--- src/verilog/cpr_pkg.sv ---
// Purpose: Shared constants for the configuration memory reset block
// Assumes: 100 MHz reference clock
// Notes: Times in their own unit, cycle counts derived from them
package cpr_pkg;
  // Reference clock period
  localparam int unsigned CLK_PERIOD_NS = 10;
  // Release delay minimum after supply thresholds are met (plain default)
  localparam int unsigned RELEASE_DELAY_US = 1;
  // Least time rounds up to whole cycles
  localparam int unsigned RELEASE_DELAY_CYC =
    (RELEASE_DELAY_US * 1000 + CLK_PERIOD_NS - 1) / CLK_PERIOD_NS;
  // Clock output divide ratio (half period in reference cycles)
  localparam int unsigned CONFIG_CLOCK_OUT_HALF_CYC = 2;
  // Default address counter width
  localparam int unsigned ADDR_W = 16;
  // Data width of the parallel port
  localparam int unsigned DATA_W = 8;
  // Address reset value
  localparam logic [ADDR_W-1:0] ADDR_RESET = 16'h0000;
  // Power sequencer states
  typedef enum logic [1:0] {
    CPR_RAMP,
    CPR_DELAY,
    CPR_READY
  } cpr_por_state_type;
endpackage

--- src/verilog/cpr_por_seq.sv ---
// Purpose: Power-on sequencer driving the open-drain reset line
// Assumes: Supply-good levels are synchronous to the clock
// Notes: Counter restarts whenever a threshold is lost
`timescale 1ns/1ns
module cpr_por_seq #(
  parameter int unsigned DELAY_CYC = cpr_pkg::RELEASE_DELAY_CYC,
  parameter bit PARALLEL = 1'b1
) (
  input wire logic i_clk,
  input wire logic i_rst,
  input wire logic i_core_good,
  input wire logic i_out_good,
  output logic o_hold_low,
  output logic o_powered
);
  typedef struct packed {
    cpr_pkg::cpr_por_state_type state;
    logic [31:0] count;
  } cpr_seq_type;

  cpr_seq_type cur;
  cpr_seq_type next_cur;
  logic supplies_ok;

  // Variant decides which supplies gate release
  assign supplies_ok = PARALLEL ? (i_core_good & i_out_good)
                                : i_core_good;

  // Ramp, delay, ready sequence
  always_comb begin
    next_cur = cur;
    unique case (cur.state)
      cpr_pkg::CPR_RAMP: begin
        next_cur.count = '0;
        if (supplies_ok) begin
          next_cur.state = cpr_pkg::CPR_DELAY;
        end
      end
      cpr_pkg::CPR_DELAY: begin
        if (!supplies_ok) begin
          next_cur.state = cpr_pkg::CPR_RAMP;
          next_cur.count = '0;
        end else if (cur.count >= 32'(DELAY_CYC - 1)) begin
          next_cur.state = cpr_pkg::CPR_READY;
        end else begin
          next_cur.count = cur.count + 32'h0000_0001;
        end
      end
      cpr_pkg::CPR_READY: begin
        if (!supplies_ok) begin
          next_cur.state = cpr_pkg::CPR_RAMP;
          next_cur.count = '0;
        end
      end
      // Unused state code falls back to holding the line
      default: begin
        next_cur.state = cpr_pkg::CPR_RAMP;
        next_cur.count = '0;
      end
    endcase
  end

  // State register
  always_ff @(posedge i_clk or posedge i_rst) begin
    if (i_rst) begin
      cur <= '{state: cpr_pkg::CPR_RAMP, count: 32'h0000_0000};
    end else begin
      cur <= next_cur;
    end
  end

  // Line held low until ready; polarity fixed, no option
  assign o_hold_low = (cur.state != cpr_pkg::CPR_READY);
  assign o_powered = (cur.state == cpr_pkg::CPR_READY);
endmodule

--- src/verilog/cpr_clk_div.sv ---
// Purpose: Divider making the configuration clock output
// Assumes: Single reference clock
// Notes: Rising-edge enable pulse, output parks low when stopped
`timescale 1ns/1ns
module cpr_clk_div #(
  parameter int unsigned HALF_CYC = cpr_pkg::CONFIG_CLOCK_OUT_HALF_CYC
) (
  input wire logic i_clk,
  input wire logic i_rst,
  input wire logic i_run,
  output logic o_clk,
  output logic o_rise
);
  typedef struct packed {
    logic [15:0] count;
    logic level;
    logic rise;
  } cpr_div_type;

  cpr_div_type cur;
  cpr_div_type next_cur;

  // Count half periods, flag each rising edge
  always_comb begin
    next_cur = cur;
    next_cur.rise = 1'b0;
    if (!i_run) begin
      next_cur.count = '0;
      next_cur.level = 1'b0;
    end else if (cur.count >= 16'(HALF_CYC - 1)) begin
      next_cur.count = '0;
      next_cur.level = ~cur.level;
      next_cur.rise = ~cur.level;
    end else begin
      next_cur.count = cur.count + 16'h0001;
    end
  end

  always_ff @(posedge i_clk or posedge i_rst) begin
    if (i_rst) begin
      cur <= '{count: 16'h0000, level: 1'b0, rise: 1'b0};
    end else begin
      cur <= next_cur;
    end
  end

  assign o_clk = cur.level;
  assign o_rise = cur.rise;
endmodule

--- src/verilog/cpr_top.sv ---
// Purpose: Reset and pin control of a configuration memory
// Assumes: Supply-good and pin inputs synchronous to i_ref_clk
// Notes: Open-drain and tristate pins as in/out/enable, enable low drives
// Function
// Drive the reset line low while supplies ramp at power-on.
// Hold the line low a minimum delay after thresholds are met.
// On supply loss, reset and drive the line low again.
// Serial variant releases on core supply only.
// Parallel variant also waits for output supply good.
// The line is always active low; no inversion option.
// Enter reset when the line is low or chip enable high.
// In reset clear address, chain output high, others tristated; the pulse pin enable is not gated by reset.
// External monitor may hold the line low to delay configuration.
// Target starts configuring when the shared line goes high.
// Pulse pin output-only serially, two-way in parallel, idles high.
// Busy input only exists on the parallel variant.
// Unused busy input is left open or held low outside.
// Target select and write held low outside in parallel mode.
// Parallel variant may drive a configuration clock out.
// Count per transfer to terminal count, then hold, tristate, chain low.
// Chip enable high means standby with address reset, chain high.
// Release delay restarts if a threshold drops mid-delay.
`timescale 1ns/1ns
module cpr_top #(
  parameter bit PARALLEL = 1'b1,
  parameter int unsigned ADDR_W = cpr_pkg::ADDR_W,
  parameter int unsigned DELAY_CYC = cpr_pkg::RELEASE_DELAY_CYC,
  parameter int unsigned CLK_HALF = cpr_pkg::CONFIG_CLOCK_OUT_HALF_CYC
) (
  input wire logic i_ref_clk,
  input wire logic i_rst_n,
  input wire logic i_core_good,
  input wire logic i_out_good,
  input wire logic i_oe_reset_n,
  output logic o_oe_reset_n,
  output logic o_oe_reset_n_oe_n,
  input wire logic i_chip_enable_n,
  input wire logic i_busy,
  input wire logic i_use_clock_out,
  input wire logic i_transfer,
  input wire logic [cpr_pkg::DATA_W-1:0] i_mem_data,
  input wire logic i_config_pulse_req,
  input wire logic i_config_pulse_n,
  output logic o_config_pulse_n,
  output logic o_config_pulse_n_oe_n,
  output logic [ADDR_W-1:0] o_address,
  output logic [cpr_pkg::DATA_W-1:0] o_data,
  output logic o_data_oe_n,
  output logic o_chain_enable_out_n,
  output logic o_config_clock_out,
  output logic o_config_clock_out_oe_n,
  output logic o_in_reset
);
  typedef struct packed {
    logic [1:0] rst_sync;
    logic [ADDR_W-1:0] address;
    logic at_tc;
    logic [cpr_pkg::DATA_W-1:0] data;
    logic data_on;
    logic in_reset;
  } cpr_top_type;

  cpr_top_type cur;
  cpr_top_type next_cur;
  logic rst_int;
  logic hold_low;
  logic powered;
  logic line_low;
  logic busy_eff;
  logic clk_run;
  logic clk_rise;
  logic step;
  logic reset_now;

  // Reset release through two flops, the rest uses the copy
  assign rst_int = ~cur.rst_sync[1];

  // Power sequencer for the open-drain reset line
  cpr_por_seq #(
    .DELAY_CYC(DELAY_CYC),
    .PARALLEL(PARALLEL)
  ) u_seq (
    .i_clk(i_ref_clk),
    .i_rst(rst_int),
    .i_core_good(i_core_good),
    .i_out_good(i_out_good),
    .o_hold_low(hold_low),
    .o_powered(powered)
  );

  // Open drain: drive low only while held; else released to pull-up
  assign o_oe_reset_n = 1'b0;
  assign o_oe_reset_n_oe_n = ~hold_low;
  // An outside monitor may hold it too, so sense the wire itself
  assign line_low = hold_low | ~i_oe_reset_n;

  // Reset while unpowered, line low or chip enable high
  assign reset_now = ~powered | line_low | i_chip_enable_n;

  // Busy ignored on the serial variant
  assign busy_eff = PARALLEL ? i_busy : 1'b0;

  // Clock output only runs on parallel variant when selected
  assign clk_run = PARALLEL & i_use_clock_out & ~reset_now
                   & ~cur.at_tc;

  cpr_clk_div #(
    .HALF_CYC(CLK_HALF)
  ) u_div (
    .i_clk(i_ref_clk),
    .i_rst(rst_int),
    .i_run(clk_run),
    .o_clk(o_config_clock_out),
    .o_rise(clk_rise)
  );

  // A transfer is an outside strobe or our own clock edge, unless busy
  assign step = (clk_run ? clk_rise : i_transfer) & ~busy_eff;

  // Address counter and data output state
  always_comb begin
    next_cur = cur;
    // Only the second sync stage is read outside the chain
    next_cur.rst_sync = {cur.rst_sync[0], 1'b1};
    next_cur.in_reset = reset_now;
    if (reset_now) begin
      next_cur.address = cpr_pkg::ADDR_RESET[ADDR_W-1:0];
      next_cur.at_tc = 1'b0;
      next_cur.data_on = 1'b0;
      next_cur.data = '0;
    end else if (cur.at_tc) begin
      next_cur.data_on = 1'b0;
    end else begin
      next_cur.data_on = 1'b1;
      if (step) begin
        next_cur.data = i_mem_data;
        if (cur.address == {ADDR_W{1'b1}}) begin
          next_cur.at_tc = 1'b1;
          next_cur.data_on = 1'b0;
        end else begin
          next_cur.address = cur.address + 1'b1;
        end
      end
    end
  end

  // Whole state in one register; sync reset comes via unpowered sequencer
  always_ff @(posedge i_ref_clk or negedge i_rst_n) begin
    if (!i_rst_n) begin
      cur <= '{rst_sync: 2'h0, address: cpr_pkg::ADDR_RESET[ADDR_W-1:0],
               at_tc: 1'b0, data: '0, data_on: 1'b0, in_reset: 1'b1};
    end else begin
      cur <= next_cur;
    end
  end

  // Chain output high in reset, low at terminal count
  assign o_chain_enable_out_n = cur.in_reset | ~cur.at_tc;
  assign o_address = cur.address;
  assign o_data = cur.data;
  assign o_data_oe_n = ~(cur.data_on & ~cur.in_reset);
  assign o_config_clock_out_oe_n = ~clk_run;
  assign o_in_reset = cur.in_reset;

  // Pulse pin idles high; serial variant always drives it (output-only)
  assign o_config_pulse_n = ~i_config_pulse_req;
  assign o_config_pulse_n_oe_n = PARALLEL ? ~i_config_pulse_req
                                          : 1'b0;
endmodule

--- config.mk ---
export PLATFORM = sky130hd
export DESIGN_NAME = cpr_top
export DESIGN_NICKNAME = d
export VERILOG_FILES = /design/src/verilog/cpr_pkg.sv /design/src/verilog/cpr_por_seq.sv /design/src/verilog/cpr_clk_div.sv /design/src/verilog/cpr_top.sv
export SDC_FILE = /design/constraint.sdc
export NUM_CORES = 1
export LEC_CHECK = 0
export BUFFER_PORTS_ARGS = -buffer_cell sky130_fd_sc_hd__buf_2
export CELL_PAD_IN_SITES_DETAIL_PLACEMENT = 1
export CELL_PAD_IN_SITES_GLOBAL_PLACEMENT = 2
export CORE_ASPECT_RATIO = 1.75
export CORE_MARGIN = 4
export CORE_UTILIZATION = 36
export DETAILED_ROUTE_END_ITERATION = 6
export PLACE_DENSITY_LB_ADDON = 0.15
export SLEW_MARGIN = 30
export SYNTH_ARGS = -nofsm -noshare
export SYNTH_HDL_FRONTEND = slang
export SYNTH_SLANG_ARGS = --single-unit
--- constraint.sdc ---
create_clock -name i_ref_clk -period 2 [get_ports i_ref_clk]
set_input_delay 0.2 -clock i_ref_clk [delete_from_list [all_inputs] [get_ports i_ref_clk]]
set_output_delay 0.2 -clock i_ref_clk [all_outputs]
set_load 0.05 [all_outputs]
; Word-level counts from Yosys, hierarchy flattened
; Index checks and enable logic that the tools add are counted.
[word_totals]
elab_cells = 71
out_inout_bits = 33
in_bits = 19
reg_bits = 81
[classes]
n_mux = 18
bitwise = 20
n_reduce_logical = 6
add_sub_neg = 3
magnitude_cmp = 2
n_eq_ne = 11
[ops]
columns = operator, count
row1 = $pmux W34 S3, 1
row2 = $mux W34, 2
row3 = $mux W26, 2
row4 = $add A16 B1 Y16 const B, 2
row5 = $add A32 B1 Y32 const B, 1
row6 = $ge A32 B7 Y1 const B, 1
row7 = $mux W16, 2
row8 = $mux W32, 1
row9 = $mux W25, 1
row10 = $mux W17, 1
row11 = $eq A16 B16 Y1 const B, 1
row12 = $ge A16 B1 Y1 const B, 1
row13 = $not A1 Y1, 11
row14 = $mux W2, 3
row15 = $ne A2 B1 Y1 const B, 3
row16 = $ne A2 B2 Y1 const B, 3
row17 = $ne A3 B3 Y1 const B, 2
row18 = $reduce_and A3 Y1, 2
row19 = $and A1 B1 Y1, 5
row20 = $mux W1, 5
row21 = $or A1 B1 Y1, 4
row22 = $reduce_and A2 Y1, 2
row23 = $eq A2 B1 Y1 const B, 1
row24 = $eq A2 B2 Y1 const B, 1
row25 = other kinds (2), 2

; Longest topological paths before layout
[logic_depth]
ltp_word = 12
ltp_mapped = 8
ltp_nobuf = 6

; Modules after synthesis
; A second synthesis with hierarchy kept.
[unflattened]
cells_unflattened = 354
area_unflattened_um2 = 3777.4
[modules_own_cells]
columns = mod, seq_area_each_um2, cells_per_inst, instances, area_per_inst_um2
row1 = cpr_top, 726.9, 193, 1, 1755.4
row2 = cpr_por_seq, 850.8, 120, 1, 1393.8
row3 = cpr_clk_div, 450.4, 41, 1, 628.1

; Worst setup path after synthesis
; Ideal clock, no wire load.
[synth_path]
path_type = reg2reg
start = register u_seq.cur[32] (netlist name)
end = register cur[1] (netlist name)
stages_incl_launch_ff = 7
arrival_time_ps = 2120
n_path_buf = 1
path_slack_ps = -185
setup_ps = 66
period_less_slack_ps = 2185
required_ps = 1934
path_cell_list = dfrtp_1 nor4bb_1 buf_2 nand3b_1 mux2_2 a31oi_1 and2_1
[synth_lines]
columns = element, line
row1 = "start, declared", cpr_por_seq.sv:21  ; cpr_seq_type cur;
row2 = "start signal, assigned", cpr_por_seq.sv:66  ; cur <= '{state: cpr_pkg::CPR_RAMP, count: 32'h0000_0000};
row3 = "start signal, assigned", cpr_por_seq.sv:68  ; cur <= next_cur;
row4 = "end signal, assigned", cpr_top.sv:150  ; cur <= '{rst_sync: 2'h0, address: cpr_pkg::ADDR_RESET[ADDR_W-1:0],
row5 = "end signal, assigned", cpr_top.sv:153  ; cur <= next_cur;
row6 = "end, declared", cpr_top.sv:63  ; cpr_top_type cur;

; Worst setup path after layout
[layout_path]
start = register u_seq.cur[24] (netlist name)
end = register u_seq.cur[6] (netlist name)
[layout_between]
elab_chain_len = 3
[layout_rtl]
columns = element, line
row1 = $ge A32 B7 Y1, cpr_por_seq.sv:43  ; end else if (cur.count >= 32'(DELAY_CYC - 1)) begin
row2 = $ne A3 B3 Y1 (no line), n/a
row3 = $reduce_and A2 Y1 (no line), n/a
; No other way between the ends.
; A chain may end at the register's enable or synchronous reset.

==> results.md <==
Status:
- The run finished, with violations left.
- The checks that failed: negative setup slack.

Routing:
- The pre-antenna-repair detailed-routing pass consisted of 4 iterations.
- In the detailed route, the total length drawn on met2 is 5.07 mm.
- Dividing the detail-routed wire length by the instance count gives 15.9 um.
- The total length of routed met3 wires is 290 um.
- After detailed routing, the number of vias per cell comes to 4.99.
- After detailed routing, the number of remaining DRC violations is 0.
- The highest metal layer with signal wires is met4.
- The overall routed net length is 8.75 mm.
- The first routing iteration left 59 violations.
- The total routed wire length on the met1 layer is 3.26 mm.
- The detail route stage leaves a number of antenna-violating nets equal to 0.
- The total number of vias is 2741.

CTS:
- The TritonCTS buffer count is 9.
- The later pin in the worst-skew pair is clocked with a latency of 0.33 ns.
- After clock tree synthesis, the clock-pin slew on the worst setup and hold paths is 0.06 ns.
- The maximum number of buffers from clock root to sink is 2.
- The count of H-tree levels built during CTS is 3.
- The root buffer cell is sky130_fd_sc_hd__clkbuf_16.
- TritonCTS built the clock tree.
- Clock tree synthesis found a total of 81 sinks.

Logic synthesis:
- The share of the synthesized area in the top cell type is 56.1%.
- The count of cell types in the netlist is 47.
- The instance count of the mapped netlist is 335.
- The prevailing post-synth register cell is sky130_fd_sc_hd__dfrtp_1.
- The leading area contributor after synthesis is sky130_fd_sc_hd__dfrtp_1.
- Synthesis inferred 81 register bits.
- The async set-or-reset flop fraction in the synthesized netlist is 100%.
- Yosys mapped a number of flops with a built-in enable equal to 0.
- The part of the Yosys area used for sequential elements is 56.9%.
- The synthesized netlist occupies a cell area of 3570 um2.
- Counting instances in the post-synthesis netlist gives the leading cell types as sky130_fd_sc_hd__dfrtp_1, sky130_fd_sc_hd__nand2_1, sky130_fd_sc_hd__buf_4.
- The number of synthesis warnings is 0.
- By instance count, the leading cell after synthesis is sky130_fd_sc_hd__dfrtp_1.
- Sorting the synthesized cells by area gives the leading types as sky130_fd_sc_hd__dfrtp_1, sky130_fd_sc_hd__buf_4, sky130_fd_sc_hd__and2_1.
- The per-instance average area after synthesis is 10.6 um2.

Timing:
- The clock tree skew after final layout is 0.00975 ns.
- Subtracting the final worst setup slack from the clock period gives 2.16 ns.
- Derived from the worst setup path, the maximum achievable clock frequency is 462 MHz.
- Headroom to the max-slew limit came out at 53.4%.
- The final critical path takes up 108% of the cycle.
- The count of final setup violators is 9.
- On the final layout, the worst hold slack is 0.0989 ns.
- At the pin with the least slew margin, the transition time is 0.700 ns.
- The final number of max-transition violations is 0.
- The total count of hold-check failures in the final report was 0.
- Setup repair after global routing could not meet its margin everywhere.
- Setup slack on the critical path of the routed design comes to -0.164 ns.

Floorplan:
- In this run the standard cell core region covers 9590 um2.
- The die covers 11600 um2.
- The number of rows created at floorplan is 47.
- In this run the vertical extent of the chip is 140 um.
- The horizontal die dimension is 83.2 um.
- The starting density of the core is 37.2%.
- 52 I/O pins were placed.

Power and ir drop:
- Dividing total power by cell area gives a power density of 783 nW/um2.
- Across the VDD grid, the largest voltage drop is 0.747 mV.
- The design draws 3.69 mW.
- The static leakage is 2.18 nW.

Worst hold path:
- The worst hold-check path type is input pin to flop.

Final layout:
- The design area is 4710 um2.
- The final net count is 445.
- The share of post-route cells with drive strength above 1 is 34.3%.
- Relative to the synthesized area, the layout overhead comes to 32.2%.
- Once layout is complete, the utilization of the core stands at 49.2%.
- The count of filler cells inserted in the layout is 1055.

Worst setup path:
- The worst setup path startpoint is u_seq.cur[24].
- Data arrives at the worst endpoint at 2.43 ns.
- The worst register-to-register path has a depth of 6.
- The data required time of the worst path is 2.26 ns.
- In this run the critical register-to-register path is launched from u_seq.cur[24].
- The critical path ends at u_seq.cur[6].
- The worst flop-to-flop path endpoint is u_seq.cur[6].
- The critical path is of the flop to flop type.
- The startpoint type of the worst setup path is a flop.
- The reg-to-reg setup timing slack is -0.16 ns.
- Of all nets on the critical path, the largest fanout is 6.
- The type of element capturing the critical path is a flop.

Global routing:
- Entering global routing, the biggest net connects 30 pins.
- The global-route congestion overflow total is 0.
- The number of global-route vias before repair is 2942.
- The number of antenna violations at the first check in global routing was 0.
- The first global-routing pass estimated 14.6 mm of wire.
- For this run, the total global-route usage over all layers was measured as 15.7%.

Place:
- The final weighted congestion of routability-driven global placement is 0.830.
- The number of buffers inserted by port buffering is 49.
- The HPWL after detailed placement is 6.56 mm.
- Summing all placed instances gives a cell area of 4090 um2.
- The worst slack at placement is -0.166 ns.

Flow run:
- Max-cap violations in this run came to 0.
-- timing repair --
item | CTS | global route
hold buffers | 1 | 0
setup buffers | 4 | 6
resized for setup | 12 | 24
endpoints found under the setup margin | 23 | 24
pin swaps | 8 | 12
hold endpoints to repair | 28 | 0
-- power breakdown --
part,total (mW),switching (mW),internal (mW)
sequential,1.67,0.0144,1.66
clock,1.89,0.662,1.23
combinational,0.131,0.0830,0.0477
total,3.69,0.759,2.93
-- routing by layer --
metal / vias to the layer above / track usage, %
li1: 1304 / -
met1: 1397 / 16.2
met2: 33 / 30.3
met5: - / 0
met4: 0 / 5.68
met3: 7 / 3.61
-- area by class of cell --
type / instances / area (um2) / share of cell area, %
Antenna cell: 1 / 2.50 / 0.0531
Clock buffer: 10 / 229 / 4.86
Inverter: 10 / 37.5 / 0.796
Sequential cell: 81 / 2030 / 43.1
Timing Repair Buffer: 99 / 666 / 14.1
Tap cell: 122 / 153 / 3.24
Clock inverter: 6 / 115 / 2.44
Multi-Input combinational cell: 220 / 1480 / 31.4
-- state kept, by name, summed over array words and instances, names as in the netlist --
register / flops
u_seq.cur: 34
cur: 4
u_div.o_rise: 1
o_in_reset: 1
u_div.cur: 16
o_address: 16
u_div.o_clk: 1
o_data: 8
-- per-stage QoR --
stage               TNS, ns  cells
global placement     -0.524    521
CTS                  -0.509    542
finish               -0.772    549
global route          -1.86    548
floorplan            -0.425    348
detailed placement    -1.89    521
-- worst min path at each step --
stage | startpoint | to | slack, ns | cells past startpoint
finish | i_mem_data[0] | o_data[0] | 0.1 | 3
detailed placement | cur[28] | u_seq.cur[33] | 0.26 | 0
floorplan | i_rst_n | cur[10] | -0.1 | 0
global route | i_mem_data[5] | o_data[5] | 0.10 | 3
global placement | cur[28] | u_seq.cur[33] | 0.26 | 0
CTS | i_mem_data[0] | o_data[0] | 0.09 | 3
-- layout by cell type (no fill, tap or decap), types with 4 or more instances in the layout --
master                      count
sky130_fd_sc_hd__a21oi_1       16
sky130_fd_sc_hd__a21oi_2        5
sky130_fd_sc_hd__and2_1        25
sky130_fd_sc_hd__buf_2         48
sky130_fd_sc_hd__buf_4         44
sky130_fd_sc_hd__buf_6          4
sky130_fd_sc_hd__clkbuf_16      9
sky130_fd_sc_hd__conb_1        15
sky130_fd_sc_hd__dfrtp_1       79
sky130_fd_sc_hd__ha_1           5
sky130_fd_sc_hd__inv_1         10
sky130_fd_sc_hd__nand2_1       35
sky130_fd_sc_hd__nand2b_1       4
sky130_fd_sc_hd__nand3_1       11
sky130_fd_sc_hd__nand4_1        6
sky130_fd_sc_hd__nor2_1        17
sky130_fd_sc_hd__nor4_1         6
sky130_fd_sc_hd__nor4_2         4
sky130_fd_sc_hd__o21ai_0        7
sky130_fd_sc_hd__o31ai_1        7
sky130_fd_sc_hd__or3_1          7
sky130_fd_sc_hd__or4_1          5
sky130_fd_sc_hd__or4_4          4
-- worst max-delay path, cell delays in order, from the launching register on --
cell	delay (ns)
sky130_fd_sc_hd__dfrtp_1	0.41
sky130_fd_sc_hd__nor4_4	0.32
sky130_fd_sc_hd__nand4_1	0.17
sky130_fd_sc_hd__or4_4	0.56
sky130_fd_sc_hd__buf_4	0.17
sky130_fd_sc_hd__a2111oi_4	0.34
sky130_fd_sc_hd__o21a_1	0.14
-- cell families after synthesis --
family | count (synthesis) | share of synthesized area, %
buffers and inverters | 47 | 8.00
DFF | 81 | 56.9
muxes | 2 | 0.632
and+or+nand+nor | 139 | 21.9
xor gates and xnor gates | 2 | 0.491
AOI/OAI and AO/OA | 57 | 10.1
adders and majority gates | 5 | 1.75
other | 2 | 0.211
(Power assumes the default switching activity.)
